==> config.mk <==
export PLATFORM = sky130hd
export DESIGN_NAME = cpu_branch_jump_unit
export DESIGN_NICKNAME = d
export VERILOG_FILES = /design/src/pkg/branch_jump_pkg.sv /design/src/cpu_branch_jump_unit.sv
export SDC_FILE = /design/constraint.sdc
export NUM_CORES = 1
export LEC_CHECK = 0
export ABC_AREA = 1
export ABC_CLOCK_PERIOD_IN_PS = 1800
export BUFFER_PORTS_ARGS = -buffer_cell sky130_fd_sc_hd__buf_4
export CAP_MARGIN = 20
export CORE_MARGIN = 2
export CORE_UTILIZATION = 35
export CTS_BUF_LIST = sky130_fd_sc_hd__clkbuf_4
export DETAILED_ROUTE_END_ITERATION = 7
export PLACE_DENSITY_LB_ADDON = 0.2
export SYNTH_ARGS = -nofsm -noshare
export SYNTH_HDL_FRONTEND = slang
export SYNTH_SLANG_ARGS = --single-unit
==> constraint.sdc <==
create_clock -name i_clock -period 1.8 [get_ports i_clock]
set_input_delay 0.27 -clock i_clock [delete_from_list [all_inputs] [get_ports i_clock]]
set_output_delay 0.27 -clock i_clock [all_outputs]
set_load 0.02 [all_outputs]
==> src/pkg/branch_jump_pkg.sv <==
// constants for the branch and jump execution unit
package branch_jump_pkg;
	localparam logic [7:0] OP_JR_Z     = 8'h28;
	localparam logic [7:0] OP_JR_NZ    = 8'h20;
	localparam logic [7:0] OP_LOOP_B   = 8'h10;
	localparam logic [7:0] OP_JP_PAIR  = 8'he9;
	localparam logic [7:0] PFX_FIRST   = 8'hdd;
	localparam logic [7:0] PFX_SECOND  = 8'hfd;
	// T-state lengths of each machine cycle
	localparam logic [2:0] T_FETCH     = 3'h4;
	localparam logic [2:0] T_FETCH_B   = 3'h5;
	localparam logic [2:0] T_READ      = 3'h3;
	localparam logic [2:0] T_ADD       = 3'h5;
	localparam logic [2:0] T_PREFIX    = 3'h4;
	localparam logic [15:0] PC_RESET   = 16'h0000;
	localparam logic [7:0] B_RESET     = 8'h00;

	typedef enum logic [2:0] {
		ST_FETCH  = 3'b000,
		ST_OPX    = 3'b001,
		ST_DISP   = 3'b010,
		ST_ADD    = 3'b011,
		ST_PFX    = 3'b100
	} bj_state_t;
endpackage

==> src/cpu_branch_jump_unit.sv <==
// jump group executor: conditional relative jumps, pair jumps, b-loop
`timescale 1ns/1ps
module cpu_branch_jump_unit
	import branch_jump_pkg::*;
(
	// clock and reset
	input  wire logic        i_clock,
	input  wire logic        i_sys_rst,
	// program memory
	input  wire logic [7:0]  i_mem_data,
	output logic      [15:0] o_mem_addr,
	output logic             o_mem_rd,
	// register file and flags
	input  wire logic        i_zero_flag,
	input  wire logic [15:0] i_pointer_pair,
	input  wire logic [15:0] i_first_index_reg,
	input  wire logic [15:0] i_second_index_reg,
	input  wire logic [7:0]  i_flags,
	output logic      [7:0]  o_flags,
	output logic      [7:0]  o_b_reg,
	output logic      [15:0] o_pc,
	// status
	output logic             o_m1,
	output logic             o_unsupported
);
	import branch_jump_pkg::*;

	// machine-cycle sequencing
	bj_state_t   state_ff;
	bj_state_t   nxt_state;
	logic [2:0]  tcnt_ff;
	logic [2:0]  tlen_ff;
	logic [2:0]  nxt_tlen;
	logic        last_t;
	logic        in_m1;
	// state kept by this unit
	logic [15:0] pc_ff;
	logic [7:0]  b_ff;
	logic [7:0]  flags_ff;
	// instruction in flight
	logic [7:0]  op_ff;
	logic [15:0] op_addr_ff;
	logic [1:0]  pfx_ff;
	logic [7:0]  disp_ff;
	logic        unsup_ff;
	logic [4:0]  icnt_ff;
	// decode of the byte on the bus, then branch condition and target
	logic        is_pfx_byte;
	logic        is_pair_jump;
	logic        is_rel_jump;
	logic        is_b_loop;
	logic        take;
	logic [15:0] disp_ext;
	logic [15:0] target;

	assign last_t       = (tcnt_ff == tlen_ff - 3'h1);
	assign in_m1        = (state_ff == ST_FETCH) || (state_ff == ST_PFX);
	assign is_pfx_byte  = (i_mem_data == PFX_FIRST)
		|| (i_mem_data == PFX_SECOND);
	assign is_pair_jump = (i_mem_data == OP_JP_PAIR);
	// relative forms take no prefix; a prefixed one counts as unsupported
	assign is_rel_jump  = (state_ff == ST_FETCH)
		&& ((i_mem_data == OP_JR_Z) || (i_mem_data == OP_JR_NZ));
	assign is_b_loop    = (state_ff == ST_FETCH) && (i_mem_data == OP_LOOP_B);
	assign disp_ext     = {{8{disp_ff[7]}}, disp_ff};
	// pc already points past both bytes when the add cycle ends
	assign target       = pc_ff + disp_ext;

	// decided at the end of the displacement read; b is already decremented
	always_comb
	begin
		case (op_ff)
			OP_JR_Z:   take = i_zero_flag;
			OP_JR_NZ:  take = !i_zero_flag;
			OP_LOOP_B: take = (b_ff != 8'h00);
			default:   take = 1'b0;
		endcase
	end

	assign o_flags       = flags_ff;
	assign o_mem_addr    = pc_ff;
	assign o_mem_rd      = in_m1 || (state_ff == ST_DISP);
	assign o_m1          = in_m1;
	assign o_pc          = pc_ff;
	assign o_b_reg       = b_ff;
	assign o_unsupported = unsup_ff;

	// next machine cycle and its length in states
	always_comb
	begin
		nxt_state = state_ff;
		nxt_tlen  = tlen_ff;
		case (state_ff)
			ST_FETCH, ST_PFX:
			begin
				if (is_pfx_byte)
				begin
					nxt_state = ST_PFX;
					nxt_tlen  = T_PREFIX;
				end
				else if (is_rel_jump)
				begin
					nxt_state = ST_DISP;
					nxt_tlen  = T_READ;
				end
				else if (is_b_loop)
				begin
					// the loop opcode cycle runs one state longer
					nxt_state = ST_OPX;
					nxt_tlen  = T_FETCH_B - T_FETCH;
				end
				else
				begin
					nxt_state = ST_FETCH;
					nxt_tlen  = T_FETCH;
				end
			end
			ST_OPX:
			begin
				nxt_state = ST_DISP;
				nxt_tlen  = T_READ;
			end
			ST_DISP:
			begin
				if (take)
				begin
					nxt_state = ST_ADD;
					nxt_tlen  = T_ADD;
				end
				else
				begin
					nxt_state = ST_FETCH;
					nxt_tlen  = T_FETCH;
				end
			end
			default:
			begin
				nxt_state = ST_FETCH;
				nxt_tlen  = T_FETCH;
			end
		endcase
	end

	always_ff @(posedge i_clock)
	begin
		if (i_sys_rst)
		begin
			state_ff <= ST_FETCH;
			tcnt_ff  <= 3'h0;
			tlen_ff  <= T_FETCH;
		end
		else if (!last_t)
			tcnt_ff <= tcnt_ff + 3'h1;
		else
		begin
			tcnt_ff  <= 3'h0;
			state_ff <= nxt_state;
			tlen_ff  <= nxt_tlen;
		end
	end

	// states since the instruction began, prefix cycle included
	always_ff @(posedge i_clock)
	begin
		if (i_sys_rst)
			icnt_ff <= 5'h00;
		else if (last_t && nxt_state == ST_FETCH)
			icnt_ff <= 5'h00;
		else
			icnt_ff <= icnt_ff + 5'h01;
	end

	always_ff @(posedge i_clock)
	begin
		if (i_sys_rst)
			pc_ff <= PC_RESET;
		else if (last_t)
		begin
			case (state_ff)
				ST_FETCH, ST_PFX:
				begin
					if (is_pair_jump)
					begin
						case (pfx_ff)
							2'b01:   pc_ff <= i_first_index_reg;
							2'b10:   pc_ff <= i_second_index_reg;
							default: pc_ff <= i_pointer_pair;
						endcase
					end
					else
						pc_ff <= pc_ff + 16'h0001;
				end
				ST_DISP: pc_ff <= pc_ff + 16'h0001;
				ST_ADD:  pc_ff <= target;
				default: pc_ff <= pc_ff;
			endcase
		end
	end

	always_ff @(posedge i_clock)
	begin
		if (i_sys_rst)
		begin
			op_ff      <= 8'h00;
			op_addr_ff <= PC_RESET;
			pfx_ff     <= 2'b00;
		end
		else if (last_t && in_m1)
		begin
			op_ff      <= i_mem_data;
			op_addr_ff <= pc_ff;
			if (is_pfx_byte)
				pfx_ff <= (i_mem_data == PFX_FIRST) ? 2'b01 : 2'b10;
			else
				pfx_ff <= 2'b00;
		end
	end

	// stands for one machine cycle after an opcode nobody here handles
	always_ff @(posedge i_clock)
	begin
		if (i_sys_rst)
			unsup_ff <= 1'b0;
		else if (last_t)
			unsup_ff <= in_m1 && !(is_pfx_byte || is_pair_jump
				|| is_rel_jump || is_b_loop);
	end

	always_ff @(posedge i_clock)
	begin
		if (i_sys_rst)
			b_ff <= B_RESET;
		else if (last_t && state_ff == ST_OPX)
			b_ff <= b_ff - 8'h01;
	end

	always_ff @(posedge i_clock)
	begin
		if (i_sys_rst)
			disp_ff <= 8'h00;
		else if (last_t && state_ff == ST_DISP)
			disp_ff <= i_mem_data;
	end

	// no flag is computed here, so the flag register is only carried
	always_ff @(posedge i_clock)
	begin
		flags_ff <= i_flags;
	end

	rel_z_taken_a: assert property (
		@(posedge i_clock) disable iff (i_sys_rst)
		(state_ff == ST_DISP && last_t && op_ff == OP_JR_Z && i_zero_flag)
		|=> (state_ff == ST_ADD))
		else $error("zero-set jump skipped its add cycle");
	rel_z_fall_a: assert property (
		@(posedge i_clock) disable iff (i_sys_rst)
		(state_ff == ST_DISP && last_t && op_ff == OP_JR_Z && !i_zero_flag)
		|=> (state_ff == ST_FETCH && pc_ff == $past(pc_ff) + 16'h0001))
		else $error("zero-clear jump did not fall through");
	rel_nz_taken_a: assert property (
		@(posedge i_clock) disable iff (i_sys_rst)
		(state_ff == ST_DISP && last_t && op_ff == OP_JR_NZ && !i_zero_flag)
		|=> (state_ff == ST_ADD))
		else $error("not-zero jump skipped its add cycle");
	rel_nz_fall_a: assert property (
		@(posedge i_clock) disable iff (i_sys_rst)
		(state_ff == ST_DISP && last_t && op_ff == OP_JR_NZ && i_zero_flag)
		|=> (state_ff == ST_FETCH && pc_ff == $past(pc_ff) + 16'h0001))
		else $error("not-zero jump did not fall through");
	rel_range_a: assert property (
		@(posedge i_clock) disable iff (i_sys_rst)
		(state_ff == ST_ADD && last_t)
		|=> ($signed(pc_ff - op_addr_ff) >= -126
		&& $signed(pc_ff - op_addr_ff) <= 129))
		else $error("relative target outside its reach");
	rel_offset_a: assert property (
		@(posedge i_clock) disable iff (i_sys_rst)
		(state_ff == ST_ADD && last_t)
		|=> (pc_ff - op_addr_ff == {{8{disp_ff[7]}}, disp_ff} + 16'h0002))
		else $error("relative target not opcode address plus offset");
	jump_taken_len_a: assert property (
		@(posedge i_clock) disable iff (i_sys_rst)
		(state_ff == ST_ADD && last_t && op_ff != OP_LOOP_B)
		|-> (icnt_ff == 5'h0b))
		else $error("taken relative jump not twelve states");
	jump_fall_len_a: assert property (
		@(posedge i_clock) disable iff (i_sys_rst)
		(state_ff == ST_DISP && last_t && !take && op_ff != OP_LOOP_B)
		|-> (icnt_ff == 5'h06))
		else $error("untaken relative jump not seven states");
	pointer_jump_a: assert property (
		@(posedge i_clock) disable iff (i_sys_rst)
		(state_ff == ST_FETCH && last_t && is_pair_jump)
		|-> (icnt_ff == 5'h03) ##1 (pc_ff == $past(i_pointer_pair)))
		else $error("pointer pair jump wrong target or length");
	first_index_a: assert property (
		@(posedge i_clock) disable iff (i_sys_rst)
		(state_ff == ST_PFX && pfx_ff == 2'b01 && last_t && is_pair_jump)
		|-> (icnt_ff == 5'h07) ##1 (pc_ff == $past(i_first_index_reg)))
		else $error("first index jump wrong target or length");
	second_index_a: assert property (
		@(posedge i_clock) disable iff (i_sys_rst)
		(state_ff == ST_PFX && pfx_ff == 2'b10 && last_t && is_pair_jump)
		|-> (icnt_ff == 5'h07) ##1 (pc_ff == $past(i_second_index_reg)))
		else $error("second index jump wrong target or length");
	loop_taken_len_a: assert property (
		@(posedge i_clock) disable iff (i_sys_rst)
		(state_ff == ST_ADD && last_t && op_ff == OP_LOOP_B)
		|-> (icnt_ff == 5'h0c && b_ff != 8'h00))
		else $error("taken loop not thirteen states");
	loop_fall_len_a: assert property (
		@(posedge i_clock) disable iff (i_sys_rst)
		(state_ff == ST_DISP && last_t && !take && op_ff == OP_LOOP_B)
		|-> (icnt_ff == 5'h07 && b_ff == 8'h00))
		else $error("finished loop not eight states");
	flags_kept_a: assert property (
		@(posedge i_clock) disable iff (i_sys_rst)
		1'b1 |=> (o_flags == $past(i_flags)))
		else $error("flag register changed by a jump");

	zero_taken_c: cover property (@(posedge i_clock)
		state_ff == ST_ADD && last_t && op_ff == OP_JR_Z);
	notzero_taken_c: cover property (@(posedge i_clock)
		state_ff == ST_ADD && last_t && op_ff == OP_JR_NZ);
	index_jump_c: cover property (@(posedge i_clock)
		state_ff == ST_PFX && last_t && is_pair_jump);
	loop_done_c: cover property (@(posedge i_clock)
		state_ff == ST_DISP && last_t && !take && op_ff == OP_LOOP_B);
endmodule // cpu_branch_jump_unit
Word-level counts from Yosys, hierarchy flattened
Index checks and enable logic that the tools add are counted.
- bits in registers: 60
- bits of input ports: 67
- logic and storage cells: 68
- $add $sub $neg: 5
- muxes and demuxes: 16
- equal/unequal tests: 16
- reduce and logical (&&, ||, !) cells: 21
- operators by type and width (kind ; number):
    16-bit case mux with 3 select lines ; 1
    8-bit by 6-bit == test with 1-bit output, second input constant ; 4
    16-bit case mux with 2 select lines ; 1
    8-bit == test, second input constant ; 3
    3-bit case mux with 3 select lines ; 2
    16-bit by 1-bit adder with 16-bit output, second input constant ; 1
    16-bit adder ; 1
    8-bit by 5-bit == test with 1-bit output, second input constant ; 2
    16-bit two-way mux ; 1
    3-bit two-way mux ; 4
    2-bit two-way mux ; 4
    8-bit nonzero test ; 1
    8-bit by 1-bit subtractor with 8-bit output, second input constant ; 1
    1-bit logical OR ; 7
    3-bit by 2-bit == test with 1-bit output, second input constant ; 2
    1-bit logical AND ; 6
    2-bit OR reduction ; 2
    3-bit by 1-bit adder with 3-bit output, second input constant ; 1
    3-bit by 1-bit == test with 1-bit output, second input constant ; 1
    3-bit == test ; 1
    3-bit == test, second input constant ; 1
    3-bit logical NOT ; 1
    1-bit case mux with 3 select lines ; 1
    3-bit nonzero test ; 1
    6 further kinds ; 8

Logic depth before layout (Yosys ltp)
Gate-level depths: netlist of the first run.
- depth in word-level cells: 7
- depth in mapped cells: 14
- mapped depth without buffers: 14

Least setup slack after synthesis of the first run
Ideal clock, no wire load.
- path type: register to register
- from: register pc_ff[0], in the netlist o_mem_addr[0]
- to: register pc_ff[4], in the netlist o_mem_addr[4]
- arrival: 1824 ps
- slack: -133 ps
- clock period less this slack: 1933 ps
- stages on the path, launching flop included: 11
- setup time: 109 ps
- path buffers: 0
- required time: 1691 ps
- path through: dfxtp_1 > ha_1 > fa_1 > nand2_1 > nand2_1 > and2_1 > or2_2 > nand3_1 > nand4_1 > nand2_1 > inv_1
- word-level cells in the longest chain between the ends: 3
- elaborated cells between the ends (all ways): 4
- RTL lines (element ; RTL line ; RTL):
    from (decl) ; cpu_branch_jump_unit.sv:37 ; logic [15:0] pc_ff;
    from (signal assigned) ; cpu_branch_jump_unit.sv:185 ; 2'b01: pc_ff <= i_first_index_reg;
    from (signal assigned) ; cpu_branch_jump_unit.sv:186 ; 2'b10: pc_ff <= i_second_index_reg;
    from (signal assigned) ; cpu_branch_jump_unit.sv:187 ; default: pc_ff <= i_pointer_pair;
    16-bit by 1-bit adder with 16-bit output ; cpu_branch_jump_unit.sv:191, cpu_branch_jump_unit.sv:193 ;
    16-bit two-way mux ; cpu_branch_jump_unit.sv:182 ; if (is_pair_jump)
    16-bit case mux with 3 select lines (*) ; cpu_branch_jump_unit.sv:179 ; case (state_ff)
Mark *: on every way between the ends. The rest lies on a longest branch, timed or not.
A chain may end at the register's enable or synchronous reset.

Worst setup path in the final report of the first run
- from: register pc_ff[0], in the netlist o_mem_addr[0]
- to: register pc_ff[14], in the netlist o_mem_addr[14]
The elaborated chain is that of the path after synthesis.

==> out/results.ini, run 1 <==
[critical_path]
crit_family=adder cells
crit_slowest_cell=dfxtp_4
r2r-start=o_mem_addr[0]
cp-endpoint=o_mem_addr[14]
r2r_cells=12
cp.required_ps=2150
cp_num_cells=12
crit_top_cell=nand2_2
critPathLaunch=o_mem_addr[0]
critPathKind=reg -> reg
endpoint_kind=register
cpPeakStageDelay_ps=370
cp_max_fo=3
cp.arrival_ps=2090
regToRegEndpoint=o_mem_addr[14]
critPathBufInv=1
cp-start-kind=register
r2r_setup_slack_ps=60
cp_cell_sequence=ha_4, fa_2, nand2_2, nand2_2, nand2_2, o21bai_1, buf_4, nand2_2, nand2_1, nand2_1, nand3_1, a21oi_2

[worst_hold_path]
hold_path.class=in -> reg

[layout]
fin_nets=991
largest_reg_flops=16
syn2layout_area_growth_pct=39.4
diodes=0
mostFrequentLayoutCell=nand2_1
final_cells=1079
fillers=1345
final_area_um2=6440
layout_common_cells=nand2_1, buf_4, inv_1
drive_gt1_frac=0.301
fin_util=0.506

[timing]
setup_viol=0
drv_slew=0
worst_pin_slew_ps=342
finalHoldViolations=0
grt_setup_unrepaired=true
period_share=0.968
max_slew_margin=0.771
hold_slack_ps=147
period_minus_slack_ps=1740
skew_ps=7.28
max_freq_mhz=574
fin_setup_tns_ps=0

[detailed_routing]
vias=5164
dr.pass1.iters=5
drc=0
finalWirelength_mm=13.8
drt_iter0_drc=294
vias_per_cell=4.79
wl_per_cell_um=12.8
ant_nets=0

[placement]
dp_hpwl_mm=10.9
numPortBuffers=117
place_congestion=0.895
placed_cell_area_um2=5940
dp_cells=1053

[die]
die-area_um2=14100
die_x_um=119
num_io_pins=118
start_util=0.363
die_y_um=119
rows=41
core-area_um2=12700

[synth]
yosysSeqAreaShare=0.260
ys.flop_type=dfxtp_1
synth.net_count=832
yosysUniqueCellTypes=43
synth.top_cell.area_share=0.260
yosys_warnings=0
netlist_area_um2=4620
async_flop_share=0
synth_edf_count=0
ys_ff_latch=60
yosysTopAreaCell=dfxtp_1
avgSynthCellArea_um2=6.21
syn_inst=743
synthTopCellsByArea=dfxtp_1, nand2_1, nand3_1

[grt]
grt_pass1_wl_mm=22.5
grt_pass1_vias=4812
gr-usage-met3=0.0412
grt_use_met2=0.340
grt_use_met1=0.243
grt-ovfl-total=0
grt_start_max_net_pins=31
grt-busiest-layer=met2
antenna_found_initial=0
track_usage=0.194

[pwr]
power.density_cell_area_nw_per_um2=490
vdd_drop_max_uv=480
p_leak_nw=2.98

[clock_tree]
ctsLongestPathBuffers=2
clock-sinks=60
cts_tree=built
clk_latency_ps=410
clkTransAtPathRegs_ps=120
cts_buffers=9
root_buffer=clkbuf_4
htree_levels=3

[job]
drv_cap=0

[status]
status=complete, no violations

Yosys cell counts (9+ instances only):
master and count:
nand2_1 215, inv_1 85, nand3_1 67, nor2_1 63, dfxtp_1 60, a21oi_1 54
o21ai_0 41, ha_1 21, buf_4 16, nor3_1 12, nand4_1 11, clkbuf_1 10
xor2_1 10, buf_2 9
metal layers:
| metal | vias to the layer above | routed length [µm] |
|---|---|---|
| met5 | - | 0 |
| met1 | 2342 | 6290 |
| met4 | 0 | 164 |
| met3 | 12 | 559 |
| li1 | 2714 | - |
| met2 | 96 | 6780 |
tightest hold or removal path: stages:
cell	delay [ps]
buf_4	120
nand3_1	70
a21oi_1	60
metrics by stage:
stage	worst slack, ps	power (mW)
after floorplan	15.1	1.93
after global placement	0.949	2.28
after detailed placement	-19.6	2.29
after CTS	1.78	3.16
after global routing	-49.9	3.34
final	58.3	3.16
where the power goes:
| group | total [mW] | internal (mW) | switching [mW] |
|---|---|---|---|
| combinational | 0.881 | 0.423 | 0.458 |
| sequential | 1.44 | 1.39 | 0.0486 |
| clock | 0.835 | 0.285 | 0.550 |
| total | 3.16 | 2.10 | 1.06 |
area by class of cell:
cell class                 instances  area [µm²]  share of cell area
tap                              172         215              0.0334
inverter                          91         354              0.0550
sequential                        60        1210               0.188
timing repair buffer             187        1440               0.224
clock buffer                       9        67.6              0.0105
clock inverter                     7        50.0             0.00778
multi-input combinational        553        3090               0.481
how the worst min path moves through the flow:
stage | start | end | slack, ps | cells after the start
finish | i_mem_data[1] | disp_ff[1] | 150 | 3
floorplan | i_flags[0] | o_flags[0] | 300 | 0
CTS | i_mem_data[1] | disp_ff[1] | 110 | 3
detailed placement | i_flags[7] | o_flags[7] | 380 | 1
global route | i_mem_data[1] | disp_ff[1] | 110 | 3
global placement | i_flags[1] | o_flags[1] | 370 | 1
cell families (layout without fill, tap and decap cells):
logic type / after synthesis / in the layout / share of synthesized area
xor gates and xnor gates: 14 / 14 / 0.0266
and+or+nand+nor: 396 / 396 / 0.380
buffers and inverters: 130 / 294 / 0.128
DFF: 60 / 60 / 0.260
AOI/OAI and AO/OA: 121 / 121 / 0.144
adders and majority gates: 22 / 22 / 0.0613
repair_timing:
item | in CTS | in global routing
buffers inserted | 0 | 2
setup endpoints to repair | 4 | 36
pin swaps | 2 | 12
hold buffers | 8 | 0
resized for setup | 3 | 59
hold endpoints to repair | 8 | 0
Power figures use the tool's default switching activity.
==> run 2: changes to the inputs <==
Settings changed: CTS_BUF_LIST sky130_fd_sc_hd__clkbuf_4 to sky130_fd_sc_hd__clkbuf_8.
==> run 2 against run 1 <==
Against the previous run:
- the flow now finishes with violations (setup timing)
- combinational power is 0.9% lower
- cell count is 0.46% lower
- final area is 0.62% higher
- global-route usage is 0.059 points lower
- via count is 0.31% higher
- highest routed layer unchanged
==> out/results.ini, run 2 (synthesized netlist as in run 1, its figures left out) <==
[timing]
drv_slew=0  ; unchanged
skew_ps=5.16  ; was 7.28 ps
grt_setup_unrepaired=true  ; unchanged
finalHoldViolations=0  ; unchanged
max_freq_mhz=552  ; was 574 MHz
setup_viol=3  ; was 0
layout_setup_ws_ps=-10.9  ; was 58.3 ps
max_slew_margin=0.773  ; was 0.771
worst_pin_slew_ps=339  ; was 342 ps
hold_slack_ps=15.6  ; was 147 ps
period_share=1.01  ; was 0.968
period_minus_slack_ps=1810  ; was 1740 ps

[critical_path]
crit_family=adder cells  ; unchanged
cp.arrival_ps=2100  ; was 2090 ps
cp.required_ps=2090  ; was 2150 ps
cp_cell_sequence=ha_4, fa_2, nand2_2, nand2_2, nand2_2, o21bai_1, buf_4, nand2_2, nand2_1, nand2_1, nand3_2, a21oi_2  ; was ha_4, fa_2, nand2_2, nand2_2, nand2_2, o21bai_1, buf_4, nand2_2, nand2_1, nand2_1, nand3_1, a21oi_2
endpoint_kind=register  ; unchanged
crit_slowest_cell=fa_2  ; was dfxtp_4
cpPeakStageDelay_ps=390  ; was 370 ps
cp-start-kind=register  ; unchanged
cp_max_fo=3  ; unchanged
critPathKind=reg -> reg  ; unchanged
crit_top_cell=nand2_2  ; unchanged
critPathBufInv=1  ; unchanged

[layout]
largest_reg_flops=16  ; unchanged
final_cells=1074  ; was 1079
layout_common_cells=nand2_1, buf_4, inv_1  ; unchanged
drive_gt1_frac=0.308  ; was 0.301
diodes=0  ; unchanged
syn2layout_area_growth_pct=40.3  ; was 39.4%
mostFrequentLayoutCell=nand2_1  ; unchanged
fin_nets=986  ; was 991
final_area_um2=6480  ; was 6440 µm²

[die]
die-area_um2=14100  ; unchanged
rows=41  ; unchanged
num_io_pins=118  ; unchanged
die_x_um=119  ; unchanged
start_util=0.363  ; unchanged
die_y_um=119  ; unchanged
core-area_um2=12700  ; unchanged

[clock_tree]
ctsLongestPathBuffers=2  ; unchanged
clock-sinks=60  ; unchanged
clkTransAtPathRegs_ps=70  ; was 120 ps
cts_tree=built  ; unchanged
cts_buffers=9  ; unchanged
clk_latency_ps=350  ; was 410 ps
root_buffer=clkbuf_8  ; was clkbuf_4
htree_levels=3  ; unchanged

[grt]
grt_pass1_vias=4781  ; was 4812
grt_pass1_wl_mm=22.4  ; was 22.5 mm
grt_start_max_net_pins=31  ; unchanged
track_usage=0.194  ; about the same
grt-ovfl-total=0  ; unchanged
antenna_found_initial=0  ; unchanged

[pwr]
p_switching_mw=1.10  ; was 1.06 mW
p_comb_frac=0.253  ; was 0.279
clockPowerShare=0.330  ; was 0.265
power.density_cell_area_nw_per_um2=533  ; was 490 nW/µm²
p_seq_frac=0.417  ; was 0.456
vdd_drop_max_uv=620  ; was 480 µV
swShare=0.319  ; was 0.335
p_leak_nw=3.01  ; was 2.98 nW
cell_internal_pwr_mw=2.35  ; was 2.10 mW

[detailed_routing]
vias=5180  ; was 5164
vias_per_cell=4.82  ; was 4.79
drt_iter0_drc=265  ; was 294
wl_per_cell_um=13.0  ; was 12.8 µm
finalWirelength_mm=13.9  ; was 13.8 mm
drc=0  ; unchanged
ant_nets=0  ; unchanged
dr.pass1.iters=4  ; was 5

[placement]
pre_cts_ws_ps=-19.6  ; unchanged
dp_hpwl_mm=10.9  ; unchanged
placed_cell_area_um2=5940  ; unchanged
numPortBuffers=117  ; unchanged
place_congestion=0.895  ; unchanged
dp_cells=1053  ; unchanged

[status]
status=complete, but fails checks  ; was complete, no violations
violations=setup timing

[worst_hold_path]
hold_path.class=in -> reg  ; unchanged

[job]
drv_cap=0  ; unchanged

[run 2: changes by cell type in the layout (fill, tap and decap cells not counted), sizes merged]
cell,change
clkinv,-1
clkbuf,+1
dlygate4sd3,-5
[run 2: per-layer routing]
layer | vias to the layer above | wire [µm] | global-route usage
li1 | 2703 | - | -
met3 | 13 | 649 | 0.0426
met1 | 2353 | 6260 | 0.243
met5 | - | 0 | 0
met2 | 111 | 6830 | 0.338
met4 | 0 | 177 | 0.0446
[run 2: area by class of cell]
cell class,count,area [µm²]
tap,172,215
sequential,60,1210
inverter,91,354
timing repair buffer,182,1390
clock buffer,10,138
multi-input combinational,553,3120
clock inverter,6,46.3
fill,1331,6250
[run 2: path summary, 6_finish.rpt]
kind	from	end	slack, ps	cells after the start
worst max register to register	o_mem_addr[0]	o_mem_addr[14]	-10	12
worst max-delay path	o_mem_addr[0]	o_mem_addr[14]	-10	12
worst min-delay path	i_flags[7]	o_flags[7]	20	1
worst min register to register	op_ff[2]	op_ff[2]	460	2
[run 2: timing repair]
| action | 4_1_cts | 5_1_grt |
|---|---|---|
| resized for setup | 3 | 64 |
| hold buffers | 0 | 3 |
| gates cloned | 0 | 0 |
| setup buffers | 1 | 1 |
| endpoints found under the setup margin | 5 | 36 |
| hold endpoints to repair | 0 | 3 |
| pin swaps | 2 | 24 |
[run 2: power by group through the flow]
| stage | sequential, mW | combinational [mW] | clock, mW |
|---|---|---|---|
| 2_1_floorplan | 1.53 | 0.402 | 0 |
| 3_3_place_gp | 1.46 | 0.823 | 0 |
| 3_5_place_dp | 1.46 | 0.828 | 0 |
| 4_1_cts | 1.43 | 0.832 | 1.18 |
| 5_1_grt | 1.45 | 0.956 | 1.22 |
| 6_report | 1.44 | 0.873 | 1.14 |
[run 2: through the flow]
stage / total power [mW] / utilization / TNS [ps]
6_report: 3.45 / 0.509 / -28.3
3_3_place_gp: 2.28 / 0.467 / 0
2_1_floorplan: 1.93 / - / 0
4_1_cts: 3.44 / 0.483 / 0
5_1_grt: 3.63 / 0.509 / -552
3_5_place_dp: 2.29 / 0.467 / -19.6
==> run 3: changes to the inputs <==
Settings changed: CORE_MARGIN 2 to unset.
==> run 3 against run 2 <==
Against the previous run:
- the run now ends clean
- global-route usage grew 0.99 points
- wire length down 1.6%
- combinational power is 2% lower
- via count hardly changed
- critical endpoint is now o_mem_addr[6]
==> out/results.ini, run 3 (synthesized netlist as in run 1, its figures left out) <==
[status]
status=complete, no violations  ; was complete, but fails checks

[pwr]
power.density_cell_area_nw_per_um2=525  ; was 533 nW/µm²
vdd_drop_max_uv=417  ; was 620 µV
p_leak_nw=2.99  ; was 3.01 nW

[die]
start_util=0.363  ; unchanged
rows=41  ; unchanged
die-area_um2=13700  ; was 14100 µm²
die_x_um=117  ; was 119 µm
num_io_pins=118  ; unchanged
die_y_um=117  ; was 119 µm
core-area_um2=12700  ; unchanged

[layout]
fin_util=0.504  ; was 0.509
largest_reg_flops=16  ; unchanged
final_cells=1069  ; was 1074
fin_nets=981  ; was 986
diodes=0  ; unchanged
layout_common_cells=nand2_1, buf_4, inv_1  ; unchanged
syn2layout_area_growth_pct=38.8  ; was 40.3%
drive_gt1_frac=0.300  ; was 0.308
mostFrequentLayoutCell=nand2_1  ; unchanged

[placement]
dp_cells=1050  ; was 1053
place_congestion=0.885  ; was 0.895
pre_cts_ws_ps=-12.6  ; was -19.6 ps
dp_hpwl_mm=10.8  ; was 10.9 mm
numPortBuffers=117  ; unchanged

[detailed_routing]
vias=5185  ; was 5180
ant_nets=0  ; unchanged
drt_iter0_drc=290  ; was 265
drc=0  ; unchanged
vias_per_cell=4.85  ; was 4.82
dr.pass1.iters=5  ; was 4
wl_per_cell_um=12.8  ; was 13.0 µm
finalWirelength_mm=13.7  ; was 13.9 mm

[grt]
grt_start_max_net_pins=31  ; unchanged
track_usage=0.204  ; was 0.194
grt_pass1_wl_mm=21.6  ; was 22.4 mm
grt_pass1_vias=4691  ; was 4781
grt-ovfl-total=0  ; unchanged
antenna_found_initial=0  ; unchanged

[critical_path]
cp.arrival_ps=1980  ; was 2100 ps
cp.required_ps=2050  ; was 2090 ps
cp-start-kind=register  ; unchanged
r2r_cells=11  ; was 12
r2r-start=o_mem_addr[0]  ; unchanged
critPathKind=reg -> reg  ; unchanged
cp_max_fo=2  ; was 3
r2r_setup_slack_ps=70  ; was -10 ps
regToRegEndpoint=o_mem_addr[6]  ; was o_mem_addr[14]
endpoint_kind=register  ; unchanged

[timing]
max_freq_mhz=577  ; was 552 MHz
hold_slack_ps=26.1  ; was 15.6 ps
worst_pin_slew_ps=357  ; was 339 ps
max_slew_margin=0.762  ; was 0.773
layout_setup_ws_ps=67.6  ; was -10.9 ps
drv_slew=0  ; unchanged
period_minus_slack_ps=1730  ; was 1810 ps
skew_ps=8.68  ; was 5.16 ps
period_share=0.962  ; was 1.01
grt_setup_unrepaired=true  ; unchanged
fin_setup_tns_ps=0  ; was -28.3 ps
finalHoldViolations=0  ; unchanged
setup_viol=0  ; was 3

[clock_tree]
root_buffer=clkbuf_8  ; unchanged
cts_hold_buf=0  ; unchanged
cts_tree=built  ; unchanged
clock-sinks=60  ; unchanged
cts_buffers=9  ; unchanged
clk_latency_ps=350  ; about the same
clkTransAtPathRegs_ps=70  ; about the same
htree_levels=3  ; unchanged
ctsLongestPathBuffers=2  ; unchanged

[worst_hold_path]
holdCritStartpoint=i_flags[0]  ; was i_flags[7]
hold_path.class=in -> reg  ; unchanged
min_path_cells=1  ; unchanged
holdPathEnd=o_flags[0]  ; was o_flags[7]

[job]
drv_cap=0  ; unchanged

run 3: area by class of cell:
type	count	area [µm²]
tap	172	215
timing repair buffer	177	1370
inverter	91	352
clock buffer	10	138
multi-input combinational	553	3090
fill	1350	6310
clock inverter	6	32.5
sequential	60	1220
run 3: worst max-delay path, cell delays in order, from the launching register on:
cell and delay [ps]:
dfxtp_4 350, ha_4 160, fa_2 340, nand2_2 80, nand2_2 70, nand2_2 60, o21bai_1 70, or2_2 280
nand3_1 80, nand3_1 70, nand2_1 60, inv_1 30
run 3: worst max path at each step:
| stage | start | endpoint | slack [ps] |
|---|---|---|---|
| 2_1_floorplan | o_mem_addr[0] | o_mem_addr[4] | 20 |
| 3_3_place_gp | pfx_ff[0] | o_mem_addr[5] | 2 |
| 3_5_place_dp | o_mem_addr[0] | o_mem_addr[4] | -10 |
| 4_1_cts | tlen_ff[0] | state_ff[0] | -0.7 |
| 5_1_grt | disp_ff[7] | o_mem_addr[15] | -30 |
| 6_report | o_mem_addr[0] | o_mem_addr[6] | 70 |
run 3: metrics by stage:
step | power [mW] | instance area (µm²)
after floorplan | 1.93 | 4640
after global placement | 2.28 | 5920
after detailed placement | 2.28 | 5920
after CTS | 3.38 | 6130
after global routing | 3.55 | 6410
final | 3.36 | 6410
run 3: metal layers:
| layer | wire length (µm) | part of all wire | track usage |
|---|---|---|---|
| met3 | 440 | 0.032 | 0.0330 |
| met1 | 6240 | 0.46 | 0.250 |
| met5 | 0 | 0 | 0 |
| met2 | 6860 | 0.50 | 0.368 |
| met4 | 153 | 0.011 | 0.0557 |
run 3: what timing repair did:
item                                   in CTS  in global routing
setup endpoints to repair                   6                 43
endpoints found under the hold margin       0                  0
resized for setup                           9                 55
cloned                                      0                  1
buffers inserted                            0                  2
pin swaps                                   1                 14
run 3: power by group:
group	switching, mW	internal (mW)	total (mW)
logic	0.448	0.408	0.856
clock network	0.542	0.521	1.06
registers	0.0522	1.39	1.44
